$ cat config.mk
export PLATFORM = sky130hd
export DESIGN_NAME = irq_dispatch
export DESIGN_NICKNAME = d
export VERILOG_FILES = /design/src/logic/ims_pkg.sv /design/src/logic/irq_dispatch.sv /design/src/logic/ms_chan.sv /design/src/logic/sync_fifo.sv
export SDC_FILE = /design/constraint.sdc
export NUM_CORES = 1
export LEC_CHECK = 0
export BUFFER_PORTS_ARGS = -buffer_cell sky130_fd_sc_hd__buf_2
export CELL_PAD_IN_SITES_DETAIL_PLACEMENT = 1
export CELL_PAD_IN_SITES_GLOBAL_PLACEMENT = 1
export CORE_MARGIN = 5
export CORE_UTILIZATION = 45
export CTS_BUF_LIST = sky130_fd_sc_hd__clkbuf_16
export DETAILED_ROUTE_END_ITERATION = 10
export GPL_TIMING_DRIVEN = 0
export PLACE_DENSITY_LB_ADDON = 0.2
export SYNTH_ARGS = -nofsm -noshare
export SYNTH_HDL_FRONTEND = slang
export SYNTH_HIERARCHICAL = 1
export SYNTH_SLANG_ARGS = --single-unit
export TNS_END_PERCENT = 100
$ cat constraint.sdc
create_clock -name sys_clk_i -period 4.99 [get_ports sys_clk_i]
set_input_delay 0.499 -clock sys_clk_i [delete_from_list [all_inputs] [get_ports sys_clk_i]]
set_output_delay 0.499 -clock sys_clk_i [all_outputs]
set_load 0.03 [all_outputs]
$ cat src/logic/ims_pkg.sv
// constants shared by the interrupt dispatch and macro service unit
`default_nettype none
package ims_pkg;
	// ==========================================================
	// widths and depths
	localparam int NSRC = 20;
	localparam int NCH = 4;
	localparam int ADDR_W = 16;
	localparam int DATA_W = 8;
	localparam int CNT_W = 8;
	localparam int STEP_W = 3;
	localparam int SRC_W = 5;
	localparam int FIFO_DEPTH = 8;
	localparam int RTP_HALF_W = 4;
	localparam int RTP_LO_LSB = 0;
	localparam int RTP_HI_LSB = 4;
	localparam logic [15:0] PUSH_BYTES = 16'h0003;
	localparam logic [1:0] STEP_BYTE = 2'h1;
	localparam logic [1:0] STEP_PAIR = 2'h2;

	// ==========================================================
	// request sources, lower index means higher priority
	localparam int SRC_NONMASK = 0;
	localparam int SRC_BRK = 1;
	localparam int SRC_P0 = 2;
	localparam int SRC_P1 = 3;
	localparam int SRC_P2 = 4;
	localparam int SRC_P3 = 5;
	localparam int SRC_P4 = 6;
	localparam int SRC_P5 = 7;
	localparam int SRC_T0A = 8;
	localparam int SRC_T0B = 9;
	localparam int SRC_T1A = 10;
	localparam int SRC_T1B = 11;
	localparam int SRC_T2A = 12;
	localparam int SRC_T2B = 13;
	localparam int SRC_T3A = 14;
	localparam int SRC_AD = 15;
	localparam int SRC_SER = 16;
	localparam int SRC_SR = 17;
	localparam int SRC_ST = 18;
	localparam int SRC_CSI = 19;

	// ==========================================================
	// macro service channels
	localparam int CH_TX = 0;
	localparam int CH_RX = 1;
	localparam int CH_TMA = 2;
	localparam int CH_TMB = 3;

	// ==========================================================
	// vector table word address per source
	function automatic logic [15:0] vec_addr(input logic [4:0] src);
		unique case (src)
			5'h00: vec_addr = 16'h0002;
			5'h01: vec_addr = 16'h003e;
			5'h02: vec_addr = 16'h0006;
			5'h03: vec_addr = 16'h0008;
			5'h04: vec_addr = 16'h000a;
			5'h05: vec_addr = 16'h000c;
			5'h06: vec_addr = 16'h000e;
			5'h07: vec_addr = 16'h0010;
			5'h08: vec_addr = 16'h0014;
			5'h09: vec_addr = 16'h0016;
			5'h0a: vec_addr = 16'h0018;
			5'h0b: vec_addr = 16'h001a;
			5'h0c: vec_addr = 16'h0012;
			5'h0d: vec_addr = 16'h001c;
			5'h0e: vec_addr = 16'h000e;
			5'h0f: vec_addr = 16'h0010;
			5'h10: vec_addr = 16'h0020;
			5'h11: vec_addr = 16'h0022;
			5'h12: vec_addr = 16'h0024;
			5'h13: vec_addr = 16'h0026;
			default: vec_addr = 16'h0002;
		endcase
	endfunction
endpackage
`default_nettype wire

$ cat src/logic/irq_dispatch.sv
// vectored interrupt dispatch, macro service engine and real-time output
//
// Notes on behaviour
// RL1 - on acceptance read the source's vector word and load it as new PC
// RL2 - each source owns a fixed vector address, e.g. serial rx at 0022H; the code gives SRC_T3A and SRC_AD the vectors of SRC_P4 and SRC_P5
// RL3 - vectored entry pushes PROGRAM_STATUS_WORD and PC onto the stack first
// RL4 - return pops PC and PROGRAM_STATUS_WORD from the stack and restores them
// RL5 - the return instruction starts the restore and resumes at popped PC
// RL6 - macro sources move one item memory<->peripheral without the core
// RL7 - macro transfers save nothing, restore nothing and fetch nothing
// RL8 - each tx-done macro request copies the next buffer byte to tx shift
// RL9 - after the last tx byte the next tx-done request is vectored
// RL10 - each rx-done macro request stores the rx buffer byte in memory
// RL11 - when the last rx location is filled, rx-done is raised vectored
// RL12 - both timer1 compare sources trigger real-time output patterns
// RL13 - compare A macro loads next low pattern and next compare A value
// RL14 - timer1 equal to compare A latches low pattern, raises compare A
// RL15 - after the last interval is loaded compare A is raised vectored
// RL16 - compare B does the same with high pattern and upper output bits
// RL17 - macro transfers run even while the core clock is halted
// RL18 - channels count down, step their pointer, flag last at count one
// RL19 - vector word read low byte at even address, high byte next
`default_nettype none
module irq_dispatch (
	input wire logic sys_clk_i,
	input wire logic rst_i,
	input wire logic [ims_pkg::NSRC-1:0] irq_i,
	input wire logic [ims_pkg::NSRC-1:0] irq_mask_i,
	input wire logic irq_enable_i,
	input wire logic interrupt_return_instr_i,
	input wire logic [ims_pkg::ADDR_W-1:0] pc_i,
	input wire logic [ims_pkg::DATA_W-1:0] program_status_word_i,
	input wire logic [ims_pkg::ADDR_W-1:0] sp_i,
	output logic core_hold_o,
	output logic pc_load_o,
	output logic [ims_pkg::ADDR_W-1:0] pc_o,
	output logic psw_load_o,
	output logic [ims_pkg::DATA_W-1:0] program_status_word_o,
	output logic sp_load_o,
	output logic [ims_pkg::ADDR_W-1:0] sp_o,
	output logic mem_re_o,
	output logic mem_we_o,
	output logic [ims_pkg::ADDR_W-1:0] mem_addr_o,
	output logic [ims_pkg::DATA_W-1:0] mem_wdata_o,
	input wire logic [ims_pkg::DATA_W-1:0] mem_rdata_i,
	input wire logic [ims_pkg::NCH-1:0] ms_load_i,
	input wire logic [ims_pkg::CNT_W-1:0] ms_count_i,
	input wire logic [ims_pkg::ADDR_W-1:0] ms_ptr_i,
	input wire logic [ims_pkg::DATA_W-1:0] serial_rx_buffer_reg_i,
	output logic [ims_pkg::DATA_W-1:0] serial_tx_shift_reg_o,
	output logic tx_valid_o,
	input wire logic tx_ready_i,
	input wire logic [ims_pkg::DATA_W-1:0] timer1_counter_i,
	output logic [ims_pkg::DATA_W-1:0] timer1_compare_a_o,
	output logic [ims_pkg::DATA_W-1:0] timer1_compare_b_o,
	output logic [ims_pkg::DATA_W-1:0] rtp_latch_o
);
	typedef enum logic [2:0] {ST_IDLE, ST_VEC, ST_RET, ST_MTX, ST_MTM} state_e;
	typedef struct packed {
		state_e st;
		logic [ims_pkg::STEP_W-1:0] step;
		logic [ims_pkg::SRC_W-1:0] src;
		logic [ims_pkg::NSRC-1:0] pend;
		logic ret_pend;
		logic [ims_pkg::ADDR_W-1:0] sp, pc, addr;
		logic [ims_pkg::DATA_W-1:0] program_status_word, dat, wdata, cmp_a, cmp_b, latch, cnt_prev;
		logic re, we, pc_ld, psw_ld, sp_ld, hold;
		logic [ims_pkg::RTP_HALF_W-1:0] pat_lo, pat_hi;
	} disp_s;
	disp_s s_r, s_nxt;
	logic [ims_pkg::NCH-1:0] act, last, adv;
	logic [ims_pkg::NCH-1:0][ims_pkg::ADDR_W-1:0] ptr;
	logic [ims_pkg::NSRC-1:0] macro_v, elig, clr, setv;
	logic [ims_pkg::SRC_W-1:0] sel;
	logic any, mt_a, mt_b, take_rx;
	logic fifo_in_valid, fifo_in_ready;
	logic [ims_pkg::ADDR_W-1:0] tm_ptr;
	// ==========================================================
	// macro service channels
	for (genvar c = 0; c < ims_pkg::NCH; c++) begin : g_ch
		ms_chan #(
			.STEP(c >= ims_pkg::CH_TMA ? ims_pkg::STEP_PAIR : ims_pkg::STEP_BYTE)
		) u_ch (
			.sys_clk_i(sys_clk_i), .rst_i(rst_i), .load_i(ms_load_i[c]),
			.count_i(ms_count_i), .ptr_i(ms_ptr_i), .adv_i(adv[c]),
			.active_o(act[c]), .last_o(last[c]), .ptr_o(ptr[c])
		);
	end

	// ==========================================================
	// tx bytes queue here so a slow serial side stalls the engine, not the core
	sync_fifo #(
		.WIDTH(ims_pkg::DATA_W),
		.DEPTH(ims_pkg::FIFO_DEPTH)
	) u_txq (
		.sys_clk_i(sys_clk_i), .rst_i(rst_i), .in_valid_i(fifo_in_valid),
		.in_ready_o(fifo_in_ready), .in_data_i(s_r.dat), .out_valid_o(tx_valid_o),
		.out_ready_i(tx_ready_i), .out_data_o(serial_tx_shift_reg_o)
	);

	assign fifo_in_valid = s_r.st == ST_MTX && s_r.step == 3'h2;
	assign tm_ptr = s_r.src == ims_pkg::SRC_T1A ? ptr[ims_pkg::CH_TMA] : ptr[ims_pkg::CH_TMB];

	// ==========================================================
	// request selection; a source with a live channel is served by macro,
	// which ignores the core enable and the halt state
	always_comb begin
		macro_v = '0;
		macro_v[ims_pkg::SRC_ST] = act[ims_pkg::CH_TX]; // RL9
		macro_v[ims_pkg::SRC_SR] = act[ims_pkg::CH_RX];
		macro_v[ims_pkg::SRC_T1A] = act[ims_pkg::CH_TMA];
		macro_v[ims_pkg::SRC_T1B] = act[ims_pkg::CH_TMB];
		for (int i = 0; i < ims_pkg::NSRC; i++) begin
			elig[i] = s_r.pend[i] && (i <= ims_pkg::SRC_BRK
				|| (!irq_mask_i[i] && (macro_v[i] || irq_enable_i))); // RL17
		end
		any = |elig;
		sel = '0;
		for (int i = ims_pkg::NSRC - 1; i >= 0; i--) begin
			if (elig[i]) begin
				sel = 5'(i);
			end
		end
	end

	// timer1 equality is an event only on the count step that reaches it
	assign mt_a = timer1_counter_i == s_r.cmp_a && timer1_counter_i != s_r.cnt_prev; // RL12
	assign mt_b = timer1_counter_i == s_r.cmp_b && timer1_counter_i != s_r.cnt_prev; // RL12
	assign take_rx = s_r.st == ST_IDLE && !s_r.ret_pend && any
		&& sel == ims_pkg::SRC_SR && macro_v[sel];

	// ==========================================================
	// main sequencer: each access is registered, read data returns two
	// cycles after the state that issued it
	always_comb begin
		s_nxt = s_r;
		s_nxt.re = 1'b0;
		s_nxt.we = 1'b0;
		s_nxt.pc_ld = 1'b0;
		s_nxt.psw_ld = 1'b0;
		s_nxt.sp_ld = 1'b0;
		s_nxt.cnt_prev = timer1_counter_i;
		adv = '0;
		clr = '0;
		setv = '0;
		unique case (s_r.st)
			ST_IDLE: begin
				s_nxt.step = '0;
				if (s_r.ret_pend) begin
					s_nxt.ret_pend = 1'b0;
					s_nxt.hold = 1'b1;
					s_nxt.sp = sp_i;
					s_nxt.st = ST_RET; // RL5
				end else if (any) begin
					clr[sel] = 1'b1;
					s_nxt.src = sel;
					if (!macro_v[sel]) begin
						s_nxt.hold = 1'b1;
						s_nxt.sp = sp_i;
						s_nxt.pc = pc_i;
						s_nxt.program_status_word = program_status_word_i;
						s_nxt.st = ST_VEC;
					end else if (sel == ims_pkg::SRC_SR) begin
						// one cycle write, no core involvement
						s_nxt.we = 1'b1; // RL6
						s_nxt.addr = ptr[ims_pkg::CH_RX];
						s_nxt.wdata = serial_rx_buffer_reg_i; // RL10
						adv[ims_pkg::CH_RX] = 1'b1;
						setv[ims_pkg::SRC_SR] = last[ims_pkg::CH_RX]; // RL11
					end else if (sel == ims_pkg::SRC_ST) begin
						s_nxt.re = 1'b1;
						s_nxt.addr = ptr[ims_pkg::CH_TX];
						s_nxt.st = ST_MTX; // RL7
					end else begin
						s_nxt.re = 1'b1;
						s_nxt.addr = sel == ims_pkg::SRC_T1A
							? ptr[ims_pkg::CH_TMA] : ptr[ims_pkg::CH_TMB];
						s_nxt.st = ST_MTM; // RL7
					end
				end
			end
			ST_VEC: begin
				s_nxt.step = s_r.step + 3'h1;
				unique case (s_r.step)
					3'h0: begin
						s_nxt.we = 1'b1;
						s_nxt.addr = s_r.sp - 16'h0001;
						s_nxt.wdata = s_r.program_status_word; // RL3
					end
					3'h1: begin
						s_nxt.we = 1'b1;
						s_nxt.addr = s_r.sp - 16'h0002;
						s_nxt.wdata = s_r.pc[15:8]; // RL3
					end
					3'h2: begin
						s_nxt.we = 1'b1;
						s_nxt.addr = s_r.sp - ims_pkg::PUSH_BYTES;
						s_nxt.wdata = s_r.pc[7:0]; // RL3
					end
					3'h3: begin
						s_nxt.re = 1'b1;
						s_nxt.addr = ims_pkg::vec_addr(s_r.src); // RL2
					end
					3'h4: begin
						s_nxt.re = 1'b1;
						s_nxt.addr = ims_pkg::vec_addr(s_r.src) + 16'h0001; // RL19
					end
					3'h5: begin
						s_nxt.pc[7:0] = mem_rdata_i; // RL19
					end
					default: begin
						s_nxt.pc[15:8] = mem_rdata_i;
						s_nxt.pc_ld = 1'b1; // RL1
						s_nxt.sp = s_r.sp - ims_pkg::PUSH_BYTES;
						s_nxt.sp_ld = 1'b1;
						s_nxt.hold = 1'b0;
						s_nxt.st = ST_IDLE;
					end
				endcase
			end
			ST_RET: begin
				s_nxt.step = s_r.step + 3'h1;
				unique case (s_r.step)
					3'h0: begin
						s_nxt.re = 1'b1;
						s_nxt.addr = s_r.sp; // RL4
					end
					3'h1: begin
						s_nxt.re = 1'b1;
						s_nxt.addr = s_r.sp + 16'h0001;
					end
					3'h2: begin
						s_nxt.re = 1'b1;
						s_nxt.addr = s_r.sp + 16'h0002;
						s_nxt.pc[7:0] = mem_rdata_i;
					end
					3'h3: begin
						s_nxt.pc[15:8] = mem_rdata_i;
					end
					default: begin
						s_nxt.program_status_word = mem_rdata_i; // RL4
						s_nxt.pc_ld = 1'b1; // RL5
						s_nxt.psw_ld = 1'b1;
						s_nxt.sp = s_r.sp + ims_pkg::PUSH_BYTES;
						s_nxt.sp_ld = 1'b1;
						s_nxt.hold = 1'b0;
						s_nxt.st = ST_IDLE;
					end
				endcase
			end
			ST_MTX: begin
				// step 2 waits here while the queue is full
				if (s_r.step == 3'h1) begin
					s_nxt.dat = mem_rdata_i; // RL8
				end
				if (s_r.step != 3'h2) begin
					s_nxt.step = s_r.step + 3'h1;
				end else if (fifo_in_ready) begin
					adv[ims_pkg::CH_TX] = 1'b1; // RL8
					s_nxt.st = ST_IDLE;
				end
			end
			default: begin
				s_nxt.step = s_r.step + 3'h1;
				if (s_r.step == 3'h0) begin
					s_nxt.re = 1'b1;
					s_nxt.addr = tm_ptr + 16'h0001;
				end else if (s_r.step == 3'h1) begin
					if (s_r.src == ims_pkg::SRC_T1A) begin
						s_nxt.pat_lo = mem_rdata_i[3:0]; // RL13
					end else begin
						s_nxt.pat_hi = mem_rdata_i[3:0]; // RL16
					end
				end else begin
					if (s_r.src == ims_pkg::SRC_T1A) begin
						s_nxt.cmp_a = mem_rdata_i; // RL13
						adv[ims_pkg::CH_TMA] = 1'b1;
						setv[ims_pkg::SRC_T1A] = last[ims_pkg::CH_TMA]; // RL15
					end else begin
						s_nxt.cmp_b = mem_rdata_i; // RL16
						adv[ims_pkg::CH_TMB] = 1'b1;
						setv[ims_pkg::SRC_T1B] = last[ims_pkg::CH_TMB]; // RL16
					end
					s_nxt.st = ST_IDLE;
				end
			end
		endcase
		// compare events drive the output latch and request the next step
		if (mt_a) begin
			s_nxt.latch[ims_pkg::RTP_LO_LSB +: ims_pkg::RTP_HALF_W] = s_r.pat_lo; // RL14
		end
		if (mt_b) begin
			s_nxt.latch[ims_pkg::RTP_HI_LSB +: ims_pkg::RTP_HALF_W] = s_r.pat_hi; // RL16
		end
		setv[ims_pkg::SRC_T1A] = setv[ims_pkg::SRC_T1A] | mt_a; // RL14
		setv[ims_pkg::SRC_T1B] = setv[ims_pkg::SRC_T1B] | mt_b; // RL16
		// a new request in the same cycle as its acceptance is kept
		s_nxt.pend = (s_r.pend & ~clr) | irq_i | setv;
		s_nxt.ret_pend = s_nxt.ret_pend | interrupt_return_instr_i;
	end

	always_ff @(posedge sys_clk_i) begin
		if (rst_i) begin
			s_r <= '0;
		end else begin
			s_r <= s_nxt;
		end
	end

	// ==========================================================
	// outputs
	assign core_hold_o = s_r.hold;
	assign pc_load_o = s_r.pc_ld;
	assign pc_o = s_r.pc;
	assign psw_load_o = s_r.psw_ld;
	assign program_status_word_o = s_r.program_status_word;
	assign sp_load_o = s_r.sp_ld;
	assign sp_o = s_r.sp;
	assign mem_re_o = s_r.re;
	assign mem_we_o = s_r.we;
	assign mem_addr_o = s_r.addr;
	assign mem_wdata_o = s_r.wdata;
	assign timer1_compare_a_o = s_r.cmp_a;
	assign timer1_compare_b_o = s_r.cmp_b;
	assign rtp_latch_o = s_r.latch;
endmodule
`default_nettype wire

$ cat src/logic/ms_chan.sv
// one macro service channel: transfer count and buffer pointer
`default_nettype none
module ms_chan #(
	parameter logic [1:0] STEP = 2'h1
) (
	input wire logic sys_clk_i,
	input wire logic rst_i,
	input wire logic load_i,
	input wire logic [ims_pkg::CNT_W-1:0] count_i,
	input wire logic [ims_pkg::ADDR_W-1:0] ptr_i,
	input wire logic adv_i,
	output logic active_o,
	output logic last_o,
	output logic [ims_pkg::ADDR_W-1:0] ptr_o
);
	typedef struct packed {
		logic [ims_pkg::CNT_W-1:0] cnt;
		logic [ims_pkg::ADDR_W-1:0] ptr;
	} chan_s;
	chan_s s_r, s_nxt;

	// ==========================================================
	// load from the core, advance on each transfer
	always_comb begin
		s_nxt = s_r;
		if (load_i) begin
			s_nxt.cnt = count_i;
			s_nxt.ptr = ptr_i;
		end else if (adv_i && s_r.cnt != '0) begin
			s_nxt.cnt = s_r.cnt - 8'h01; // RL18
			s_nxt.ptr = s_r.ptr + {14'h0000, STEP}; // RL18
		end
	end

	always_ff @(posedge sys_clk_i) begin
		if (rst_i) begin
			s_r <= '0;
		end else begin
			s_r <= s_nxt;
		end
	end

	assign active_o = s_r.cnt != '0;
	assign last_o = s_r.cnt == 8'h01; // RL18
	assign ptr_o = s_r.ptr;
endmodule
`default_nettype wire

$ cat src/logic/sync_fifo.sv
// small synchronous fifo with valid/ready on both sides
`default_nettype none
module sync_fifo #(
	parameter int WIDTH = 8,
	parameter int DEPTH = 8
) (
	input wire logic sys_clk_i,
	input wire logic rst_i,
	input wire logic in_valid_i,
	output logic in_ready_o,
	input wire logic [WIDTH-1:0] in_data_i,
	output logic out_valid_o,
	input wire logic out_ready_i,
	output logic [WIDTH-1:0] out_data_o
);
	localparam int AW = $clog2(DEPTH);
	typedef struct packed {
		logic [DEPTH-1:0][WIDTH-1:0] mem;
		logic [AW-1:0] wp;
		logic [AW-1:0] rp;
		logic [AW:0] cnt;
	} fifo_s;
	fifo_s s_r, s_nxt;
	logic push, pop;

	// ==========================================================
	// full and empty come straight from the occupancy count
	assign in_ready_o = s_r.cnt != (AW + 1)'(DEPTH);
	assign out_valid_o = s_r.cnt != '0;
	assign out_data_o = s_r.mem[s_r.rp];
	assign push = in_valid_i && in_ready_o;
	assign pop = out_valid_o && out_ready_i;

	always_comb begin
		s_nxt = s_r;
		if (push) begin
			s_nxt.mem[s_r.wp] = in_data_i;
			s_nxt.wp = s_r.wp + 1'b1;
		end
		if (pop) begin
			s_nxt.rp = s_r.rp + 1'b1;
		end
		s_nxt.cnt = s_r.cnt + (AW + 1)'(push) - (AW + 1)'(pop);
	end

	always_ff @(posedge sys_clk_i) begin
		if (rst_i) begin
			s_r <= '0;
		end else begin
			s_r <= s_nxt;
		end
	end
endmodule
`default_nettype wire

Word level (Yosys, flattened, before mapping)
Memories as Yosys holds them, arrays and structs flattened. A register that Yosys moved wholly into a read port is not among the register bits.
Index checks and enable logic that the tools add are counted.

word-level totals
  bits of input ports = 137
  output and inout bits = 103
  bits in registers = 320
  ROM bits = 320
  memories kept = 2
  logic and storage cells = 360

cells by class
  bitwise operators = 14
  $add $sub $neg = 21
  reduce and logical (&&, ||, !) cells = 104
  equality and inequality tests = 41
  magnitude comparators = 5
  muxes and demuxes = 129

memories
  memory           depth  bits a word  read ports  clocked after memory_dff  write ports  line           text
  (no name shown)  32     5            1           1                         0            ims_pkg.sv:54  unique case (src)
  (no name shown)  32     5            1           1                         0            ims_pkg.sv:54

operators with widths
  cell                                                 number
  2-to-1 mux 24 bit                                    9
  2-to-1 mux 16 bit                                    10
  2-to-1 mux 5 bit                                     24
  one-hot mux 32 bit (3 select lines)                  1
  2-to-1 mux 8 bit                                     11
  adder 16 x 1 -> 16 bit (second input constant)       5
  one-hot mux 16 bit (5 select lines)                  1
  adder 16 x 2 -> 16 bit (second input constant)       4
  bitwise mux 64 bit                                   1
  one-hot mux 16 bit (4 select lines)                  1
  2-to-1 mux 20 bit                                    3
  2-to-1 mux 56 bit                                    1
  one-hot mux 16 bit (3 select lines)                  1
  logical AND 1 bit                                    47
  2-to-1 mux 40 bit                                    1
  2-to-1 mux 3 bit                                     12
  2-to-1 mux 32 bit                                    1
  one-hot mux 8 bit (2 select lines)                   2
  nonzero test 8 bit                                   4
  subtractor 16 x 2 -> 16 bit (second input constant)  2
  subtractor 8 x 1 -> 8 bit (second input constant)    4
  2-to-1 mux 1 bit                                     28
  binary-select mux 8 bit (select 3 bit)               1
  demux 8 bit (select 3 bit)                           1
  other kinds (56)                                     139

Depth between registers and ports, before layout
Gate-level depths: netlist of run 1.

  word-level depth = 34
  gate-level depth with buffers = 19
  gate-level depth less buffers = 16

Modules after synthesis
The synthesis of run 1 kept the hierarchy.

by module, submodules not included
  module                      cells each  sequential area each (µm²)  times used  area an instance (µm²)
  irq_dispatch                1,538       3,083.0                     1           11,539.8
  sync_fifo                   331         1,481.4                     1           3,752.3
  ms_chan (g_ch[0].u_ch ...)  190         480.5                       2           1,597.8
  ms_chan (g_ch[2].u_ch ...)  181         480.5                       2           1,519.0

Worst setup path before layout of run 1
Ideal clock, no wire load.

  path type = reg-to-reg
  start = reg g_ch[3].u_ch/s_r[16] in the netlist's numbering
  end = reg g_ch[1].u_ch.s_r (netlist bit g_ch[1].u_ch/ptr_o[8])
  cell stages (with the launch flop) = 19
  slack = 0.818 ns
  required time = 4.902 ns
  setup time = 0.088 ns
  buffers on the path = 3
  period minus slack after synthesis = 4.172 ns
  arrival = 4.084 ns
  cell sequence = dfxtp_1 -> inv_1 -> ha_1 -> nor3b_2 -> nand2_1 -> or2_0 -> o2bb2ai_1 -> nand2b_1 -> o211a_1 -> o21ai_0 -> buf_2 -> and4_1 -> buf_6 -> nor3_1 -> nor3_1 -> o21ai_4 -> buf_6 -> or4_1 -> a311oi_2

on the way
  word-level cells in the longest chain between the ends = 24
  elaborated cells on any way between the ends = 27
  classes of those cells = eq/ne (1); mux (19); reduce/logical (7)

ends and longest elaborated chain
  what                                                                                  line                                      text
  start: declaration                                                                    ms_chan.sv:20                             chan_s s_r, s_nxt;
  start signal: assignment                                                              ms_chan.sv:39                             s_r <= s_nxt;
  nonzero test 8 bit (*)                                                                ms_chan.sv:43                             assign active_o = s_r.cnt != '0;
  net act (one bit)                                                                     irq_dispatch.sv:71                        logic [ims_pkg::NCH-1:0] act, last, adv;
  logical OR 1 bit                                                                      irq_dispatch.sv:115                       || (!irq_mask_i[i] && (macro_v[i] || irq_enable_i)));
  logical AND 1 bit                                                                     irq_dispatch.sv:115
  logical AND 1 bit                                                                     irq_dispatch.sv:114                       elig[i] = s_r.pend[i] && (i <= ims_pkg::SRC_BRK
  2-to-1 mux 5 bit (12 in a row)                                                        irq_dispatch.sv:120                       if (elig[i]) begin
  binary-select mux 1 bit (select 5 bit) / equality test 5 bit (equally long branches)  irq_dispatch.sv:157, irq_dispatch.sv:163
  2-to-1 mux 1 bit, on equally long branches                                            irq_dispatch.sv:157, irq_dispatch.sv:163
  2-to-1 mux 1 bit                                                                      irq_dispatch.sv:157                       if (!macro_v[sel]) begin
  2-to-1 mux 1 bit (*)                                                                  irq_dispatch.sv:154                       end else if (any) begin
  2-to-1 mux 1 bit (*)                                                                  irq_dispatch.sv:149                       if (s_r.ret_pend) begin
  2-to-1 mux 1 bit (*)                                                                  irq_dispatch.sv:146                       unique case (s_r.st)
  net adv (one bit)                                                                     irq_dispatch.sv:71
  logical AND 1 bit (*)                                                                 ms_chan.sv:29                             end else if (adv_i && s_r.cnt != '0) begin
  nonzero test 2 bit (no source line) (*)                                               -
  end signal: assignment                                                                ms_chan.sv:39
  end: declaration                                                                      ms_chan.sv:20

The timed path passes the listed nets; every way through them passes the cells marked *. The select of a mux whose other input is x is not followed.
A chain may end at the register's enable or synchronous reset.

Worst setup path in the final report of run 1
  start = reg g_ch[3].u_ch/s_r[16] in the netlist's numbering
  end = reg g_ch[1].u_ch/s_r[21] in the netlist's numbering

Same word-level chain as after synthesis.

==> impl_metrics.csv, run 1 <==
group,metric,value,unit
placed_design,gp_congestion,0.9562,
routing,num_vias,21708,
setup_path,crit_start,"g_ch[3].u_ch/s_r[16]$_SDFFE_PP0P_",
grt,grt_pass1_wl,133900,um
finish,fillers,5807,
floorplanning,io_pins,240,
routing,met1_length,36040,um
cts,cts_buffer_depth,3,
synthesis,synth_area,21510,um2
finish,multi_input_area,12690,um2
finish,finalNonFillerCells,3533,
pwr,leakagePower,10.42,nW
finish,regArea,6486,um2
cts,clk_pin_slew,0.06,ns
pwr,vdd_drop_max,0.0002110,V
grt,grt_overflow_total,0,
cts,clock-root-buffer,"clkbuf_16",
grt,grt_max_degree,23,
cts,numCtsBuffers,40,
cts,cts_tree,"built",
sta,relSlewSlack,19.02,%
setup_path,endpoint_kind,"register",
routing,antenna_left,0,
synthesis,netlist_instances,2609,
placed_design,dp_slack,-0.2937,ns
sta,maxSlewViolCount,0,
sta,tightest_slew,1.205,ns
setup_path,start_kind,"register",
placed_design,hpwl,67770,um
worst_hold_path,worstHoldStart,"irq_i[3]",
floorplanning,die_w,228.6,um
routing,wl_per_cell,24.91,um
grt,antenna_found_initial,2,
routing,top_layer_used,"met5",
floorplanning,coreArea,47550,um2
synthesis,syn_avg_cell_area,8.243,um2
grt,grt_pass1_vias,22428,
sta,hold_viol_final,0,
setup_path,critPathKind,"register to register",
cts,clock_latency,0.59,ns
routing,detail_route.first_pass.iterations,5,
worst_hold_path,hold_class,"input port to register",
finish,drive_above_1_share,20.02,%
sta,setup_viol,0,
routing,drc,0,
placed_design,dp_cells,3455,
routing,dr_wl_met2,42280,um
synthesis,synth_warnings,6,
sta,rsz0062_at_grt,"no",
setup_path,timing.rr.start,"g_ch[3].u_ch/s_r[16]$_SDFFE_PP0P_",
finish,area_growth,15.36,%
floorplanning,die_h,228.6,um
pwr,power_density,416.3,nW/um2
routing,route.detailed.vias_per_inst,6.144,
flow_run,cap_violations,0,
sta,skew,0.02065,ns
cts,cts.sinks,324,
run_status,outcome,"complete, no violations",
placed_design,io_buffers,231,
setup_path,path_max_fanout,10,
floorplanning,dieArea,52260,um2
sta,min_period,4.649,ns
finish,final_nets,3062,
grt,track_usage,31.98,%
synthesis,syn-num-nets,2786,
routing,wl_met3,5001,um
floorplanning,initial_core_util,45.23,%
setup_path,critPathArrivalTime,5.14,ns
setup_path,crit_required,5.48,ns
sta,setup_ws,0.3411,ns
floorplanning,row_count,80,
sta,fin_crit_sh,93.16,%
sta,max_freq,215.1,MHz
routing,wirelength,87990,um
cts,htree_levels,2,
routing,drtIter0Drc,1776,
[path summary, 6_finish.rpt]
| path | slack, ns | end | depth (start not counted) |
|---|---|---|---|
| hold reg to reg | 0.48 | core_hold_o$_SDFFE_PP0P_ | 1 |
| hold / removal | 0.15 | s_r[122]$_SDFF_PP0_ | 3 |
| setup reg to reg | 0.34 | g_ch[1].u_ch/s_r[21]$_SDFFE_PP0P_ | 16 |
| setup / recovery | 0.34 | g_ch[1].u_ch/s_r[21]$_SDFFE_PP0P_ | 16 |
[critical path: stages (launching register included)]
cell and delay (ns):
dfxtp_1 0.32, inv_1 0.13, ha_1 0.23, nor3b_4 0.30, nand2_1 0.26, or2_0 0.31
o2bb2ai_1 0.15, nand2b_1 0.17, o211a_1 0.30, o21ai_0 0.20, buf_2 0.25, nand3_1 0.36
nor3_4 0.46, or3b_1 0.43, a211oi_1 0.31, xnor2_1 0.11, a211oi_1 0.25
[per-stage QoR]
stage               setup TNS, ns  total power (W)  hold slack (ns)  utilization [%]  cell area [um2]
finish                          0          0.01033           0.1516            52.18            24810
global route                    0          0.01078           0.1401            52.18            24810
CTS                             0          0.01028           0.1263            52.09            24770
detailed placement         -2.954         0.007314           0.4630            49.30            23440
global placement           -1.479         0.007202           0.4489            49.28            23430
floorplan                       0         0.005974           0.4433                -            21510
[cells in the final DEF, fill, tap and decap left out, types with 18 or more instances in the layout]
| cell | n |
|---|---|
| dfxtp_1 | 324 |
| buf_2 | 255 |
| nor2_1 | 225 |
| nand2_1 | 180 |
| buf_4 | 165 |
| a21oi_1 | 160 |
| mux2i_1 | 143 |
| clkbuf_1 | 129 |
| nand2b_1 | 100 |
| inv_1 | 96 |
| o21ai_0 | 96 |
| a311oi_1 | 68 |
| nand3_1 | 65 |
| a211oi_1 | 58 |
| nor3_1 | 57 |
| xor2_1 | 48 |
| nor2b_1 | 45 |
| or4_1 | 40 |
| clkbuf_16 | 40 |
| ha_1 | 39 |
| or3_1 | 29 |
| o211ai_1 | 29 |
| xnor2_1 | 29 |
| o31ai_1 | 28 |
| nand4_1 | 26 |
| a31oi_1 | 25 |
| nor4_1 | 20 |
| and4_1 | 18 |
| and3_1 | 18 |
[sequential cells by signal (all words and copies together), names as in the netlist, 2 cells and up, named ones only]
| signal | cells |
|---|---|
| u_txq/s_r | 74 |
| g_ch.u_ch/ptr_o | 64 |
| s_r | 54 |
| g_ch.u_ch/s_r | 32 |
| mem_addr_o | 16 |
| pc_o | 16 |
| sp_o | 16 |
| mem_wdata_o | 8 |
| program_status_word_o | 8 |
| rtp_latch_o | 8 |
| timer1_compare_a_o | 8 |
| timer1_compare_b_o | 8 |
| elig | 2 |
[layer usage]
metal | vias up | global-route usage (%)
met3 | 216 | 4.894
li1 | 9928 | -
met4 | 2 | 14.73
met1 | 10766 | 39.40
met2 | 796 | 55.05
met5 | - | 0.7353
[repair_timing]
action                                  in CTS  in global routing
setup buffers                                0                  3
gates resized for setup                      2                  3
hold buffers                                 0                  0
pin swaps                                    0                  2
hold endpoints to repair                     0                  0
endpoints found under the setup margin      19                 19
[report_power, final]
part | internal (W) | switching (W) | total, W
Sequential | 0.00288 | 0.000315 | 0.00319
Clock | 0.00169 | 0.00125 | 0.00294
Combinational | 0.00147 | 0.00272 | 0.00420
Total | 0.00604 | 0.00428 | 0.0103
[layout make-up]
cell class / count / share of cell area (%)
multi-input cells: 1850 / 51.15
flip-flops and latches: 324 / 26.14
plain buffers: 342 / 8.130
repair buffers: 234 / 4.751
clock buffers: 40 / 4.035
well taps: 615 / 3.102
inverters: 93 / 1.407
clock inverters: 34 / 1.271
diodes: 1 / 0.01009
(Power assumes the default switching activity.)
==> run 2: changes to the inputs <==
CORE_UTILIZATION = 49   (was 45)
clock period = 5.8 ns   (was 4.99 ns; I/O delays follow)
==> impl_metrics.csv, run 2 (same netlist as run 1, synthesis figures left out) <==
group,metric,value,unit
finish,largest_reg_flops,74,
placed_design,gp_congestion,0.9653,
sta,tightest_slew,1.049,ns
grt,grt_pass1_vias,23174,
setup_path,path_common_cell,"buf_6",
sta,skew,0.03705,ns
sta,min_period,5.295,ns
cts,numCtsBuffers,39,
routing,route.detailed.vias_per_inst,6.403,
setup_path,endpoint_kind,"register",
setup_path,start_kind,"register",
finish,layout_commonest_cell,"dfxtp_1",
finish,area_growth,14.33,%
finish,drive_above_1_share,19.74,%
floorplanning,die_w,219.5,um
grt,antenna_found_initial,1,
setup_path,critPathTopFamily,"simple AND/OR/NAND/NOR gates",
sta,tns,0,ns
sta,setup_ws,0.5052,ns
setup_path,crit_required,6.28,ns
setup_path,critPathKind,"register to register",
routing,num_vias,22386,
sta,setup_viol,0,
sta,max_freq,188.9,MHz
sta,relSlewSlack,29.52,%
placed_design,io_buffers,231,
finish,final_nets,3058,
setup_path,critPathArrivalTime,5.78,ns
grt,grt_overflow_total,0,
floorplanning,io_pins,240,
placed_design,dp_slack,0.3529,ns
worst_hold_path,hold_class,"input port to register",
setup_path,slowest_delay,0.57,ns
cts,clk_pin_slew,0.07,ns
run_status,outcome,"complete, no violations",
routing,wirelength,94010,um
grt,track_usage,37.57,%
routing,wl_per_cell,26.89,um
setup_path,path_max_fanout,10,
cts,postCtsSetupBuffers,0,
finish,top_register,"u_txq/s_r",
cts,cts_buffer_depth,3,
sta,hold_viol_final,0,
pwr,vdd_drop_max,0.0002111,V
floorplanning,coreArea,43270,um2
setup_path,crit_chain,"inv_1 -> ha_1 -> nor3b_2 -> nand2_1 -> or2_0 -> o2bb2ai_1 -> nand2b_1 -> o211a_1 -> o21ai_0 -> buf_2 -> and4_1 -> buf_6 -> nor3_1 -> nor3_2 -> o21ai_4 -> buf_6 -> or4_1 -> a311oi_2",
cts,cts_tree,"built",
floorplanning,row_count,76,
floorplanning,die_h,219.5,um
floorplanning,dieArea,48180,um2
placed_design,hpwl,69820,um
grt,grt_pass1_wl,140500,um
flow_run,cap_violations,0,
finish,fillers,5343,
cts,clock-root-buffer,"clkbuf_16",
routing,detail_route.first_pass.iterations,6,
cts,clock_latency,0.60,ns
sta,rsz0062_at_grt,"no",
routing,drc,0,
grt,grt_max_degree,23,
floorplanning,initial_core_util,49.71,%
pwr,leakagePower,10.31,nW
sta,fin_crit_sh,91.29,%
routing,antenna_left,0,
pwr,finalPower,0.008789,W
setup_path,crit_path_top_delay_cell,"nor3_2",
finish,layout_common_cells,"324 x dfxtp_1, 255 x buf_2, 225 x nor2_1",
cts,htree_levels,2,
setup_path,critPathBufInv,4,
sta,maxSlewViolCount,0,
pwr,power_density,357.4,nW/um2
cts,cts.sinks,324,
routing,drtIter0Drc,2107,
run 2: layout make-up:
class	instances	area, um2	share of cell area [%]
multi-input cells	1850	12670	51.51
flip-flops and latches	324	6486	26.38
plain buffers	342	2017	8.202
repair buffers	231	1156	4.702
clock buffers	39	975.9	3.969
well taps	585	732.0	2.977
inverters	93	349.1	1.420
clock inverters	29	200.2	0.8141
diodes	3	7.507	0.03053
run 2: power by group:
part / internal (W) / switching, W
sequential: 0.00247 / 0.000280
clock: 0.00132 / 0.00105
combinational: 0.00127 / 0.00240
run 2: worst paths after layout:
check	startpoint	end	slack [ns]	depth (start not counted)
hold reg to reg	s_r[137]$_SDFF_PP0_	s_r[137]$_SDFF_PP0_	0.48	2
hold / removal	interrupt_return_instr_i	s_r[118]$_SDFF_PP0_	0.23	3
setup / recovery	g_ch[3].u_ch/s_r[16]$_SDFFE_PP0P_	g_ch[1].u_ch/ptr_o[8]$_SDFFE_PP0P_	0.51	18
setup reg to reg	g_ch[3].u_ch/s_r[16]$_SDFFE_PP0P_	g_ch[1].u_ch/ptr_o[8]$_SDFFE_PP0P_	0.51	18
run 2: worst min-delay path: stages:
cell	delay [ns]
buf_2	0.08
a21oi_1	0.03
nor2_1	0.10
run 2: timing repair:
action                                  in CTS  in global routing
endpoints found under the setup margin       0                  1
hold buffers                                 0                  0
resized for setup                            0                  1
run 2: metal layers:
| layer | part of all wire [%] | wire length [um] | up-vias | GRT usage (%) |
|---|---|---|---|---|
| met3 | 6.6 | 6193 | 362 | 6.800 |
| met5 | 0 | 0 | - | 0 |
| li1 | - | - | 9921 | - |
| met2 | 48 | 45280 | 1090 | 64.83 |
| met1 | 38 | 36180 | 11013 | 43.67 |
| met4 | 6.8 | 6354 | 0 | 21.85 |
run 2: stage by stage:
stage	cells	hold slack, ns	area (um2)	utilization [%]
floorplan	2609	0.4433	21510	-
global placement	3425	0.4548	23390	54.07
detailed placement	3425	0.4699	23400	54.09
CTS	3493	0.2016	24580	56.80
global route	3493	0.2285	24580	56.82
finish	3496	0.2312	24590	56.83
==> run 3: changes to the inputs <==
ABC_AREA = 1   (was not set)
CORE_UTILIZATION = 46   (was 49)
==> impl_metrics.csv, run 3 <==
group,metric,value,unit
synthesis,netlist_instances,3628,
synthesis,syn_avg_cell_area,6.288,um2
routing,route.detailed.vias_per_inst,5.568,
setup_path,start_kind,"register",
synthesis,synth_area,22810,um2
finish,top_register,"u_txq/s_r",
cts,clock-root-buffer,"clkbuf_16",
sta,maxSlewViolCount,0,
cts,clock_latency,0.61,ns
cts,numCtsBuffers,41,
sta,min_period,4.228,ns
routing,drc,0,
cts,cts-hold-fix-buffers,0,
setup_path,timing.rr.start,"g_ch[1].u_ch/s_r[16]$_SDFFE_PP0P_",
finish,final_nets,4082,
setup_path,slowest_delay,0.33,ns
floorplanning,io_pins,240,
sta,setup_viol,0,
sta,max_freq,236.5,MHz
synthesis,syn-num-nets,3805,
floorplanning,dieArea,54150,um2
cts,htree_levels,2,
routing,antenna_left,0,
cts,clk_pin_slew,0.06,ns
routing,num_vias,25628,
sta,skew,0.04878,ns
setup_path,critPathTopFamily,"simple AND/OR/NAND/NOR gates",
placed_design,gp_congestion,0.9734,
setup_path,critPathArrivalTime,4.74,ns
setup_path,critPathBufInv,6,
cts,postCtsSetupBuffers,0,
pwr,leakagePower,12.05,nW
sta,relSlewSlack,31.77,%
run_status,outcome,"complete, no violations",
setup_path,crit_start,"g_ch[1].u_ch/s_r[16]$_SDFFE_PP0P_",
sta,tns,0,ns
grt,busiest_layer,"met2",
setup_path,crit_required,6.31,ns
setup_path,endpoint_kind,"register",
placed_design,io_buffers,234,
finish,layout_common_cells,"758 x nand2_1, 636 x nor2_1, 360 x inv_1",
placed_design,hpwl,71460,um
floorplanning,die_h,232.7,um
routing,detail_route.first_pass.iterations,6,
synthesis,synth_warnings,6,
grt,grt_use_met3,4.625,%
grt,use_met2,56.99,%
cts,cts.sinks,324,
routing,wirelength,92690,um
grt,grt_overflow_total,0,
grt,antenna_found_initial,2,
placed_design,dp_slack,1.603,ns
pwr,power_density,413.6,nW/um2
worst_hold_path,worstHoldStart,"interrupt_return_instr_i",
sta,hold_viol_final,0,
routing,wl_per_cell,20.14,um
setup_path,critPathKind,"register to register",
finish,drive_above_1_share,17.42,%
sta,rsz0062_at_grt,"no",
grt,track_usage,32.84,%
grt,grt_pass1_vias,25448,
setup_path,path_max_fanout,10,
grt,grt_max_degree,14,
setup_path,crit_path_top_delay_cell,"dfxtp_1",
routing,drtIter0Drc,2171,
finish,largest_reg_flops,74,
sta,tightest_slew,1.024,ns
grt,met1_usage,41.22,%
finish,area_growth,14.75,%
setup_path,path_common_cell,"nand2_1",
pwr,vdd_drop_max,0.0002207,V
floorplanning,coreArea,48950,um2
cts,cts_resized,0,
floorplanning,row_count,81,
cts,cts_buffer_depth,3,
flow_run,cap_violations,0,
worst_hold_path,hold_class,"input port to register",
finish,fillers,6933,
floorplanning,die_w,232.7,um
sta,setup_ws,1.572,ns
cts,cts_tree,"built",
grt,grt_pass1_wl,141900,um
sta,fin_crit_sh,72.90,%
floorplanning,initial_core_util,46.60,%
finish,layout_commonest_cell,"nand2_1",
[run 3: per-stage QoR]
step,hold slack (ns),area [um2],total power (W),util [%],cells
global placement,0.4494,24820,0.007957,50.69,4526
floorplan,0.4369,22810,0.006412,-,3628
global route,0.2107,26180,0.01141,53.47,4602
finish,0.1960,26180,0.01083,53.48,4603
detailed placement,0.4563,24820,0.008076,50.69,4526
CTS,0.1740,26180,0.01075,53.47,4602
[run 3: cell type report]
class,instances,area (um2),area share (%)
sequential,324,6486,24.78
tap,664,830.8,3.174
antenna,1,2.502,0.009559
inverter,388,1459,5.573
buffer,311,1986,7.585
clock inverter,35,335.3,1.281
timing repair buffer,234,1171,4.474
multi-input combinational,2605,12880,49.21
clock buffer,41,1026,3.919
[run 3: worst reg2reg max path, stage by stage (launching register included)]
cell,delay [ns]
dfxtp_1,0.33
inv_1,0.14
ha_1,0.26
nand2_4,0.09
clkinv_2,0.07
nand2_4,0.10
o21ai_1,0.22
nand2_1,0.11
o21ai_1,0.16
a21oi_1,0.10
o31ai_1,0.20
nand2_1,0.08
nand2_1,0.08
nand2_2,0.10
inv_2,0.17
nand4_1,0.14
nand2_1,0.09
nand2_1,0.16
nand2_4,0.21
nand3_2,0.27
inv_1,0.23
inv_1,0.12
nor2_8,0.24
nand2_4,0.09
buf_6,0.16
nor2_1,0.11
nor2_1,0.05
nor2_1,0.08
[run 3: routing by layer]
layer | wire length [um] | vias to the layer above | part of all wire (%)
li1 | - | 12129 | -
met1 | 38280 | 12346 | 41
met2 | 44240 | 939 | 48
met3 | 6233 | 214 | 6.7
met4 | 3928 | 0 | 4.2
met5 | 0 | - | 0
[run 3: power breakdown]
group          total (W)  internal [W]  switching [W]  leakage, nW
combinational    0.00538       0.00165        0.00373         8.73
clock            0.00263       0.00152        0.00111        0.666
sequential       0.00281       0.00253       0.000279         2.66
total             0.0108       0.00570        0.00513         12.1
[run 3: worst paths after layout]
kind	slack, ns	cells after the start	end
worst max-delay path	1.57	27	g_ch[1].u_ch/ptr_o[11]$_SDFFE_PP0P_
worst min-delay path	0.20	3	s_r[118]$_SDFF_PP0_
worst max register to register	1.57	27	g_ch[1].u_ch/ptr_o[11]$_SDFFE_PP0P_
worst min register to register	0.46	2	rtp_latch_o[3]$_SDFFE_PP0P_
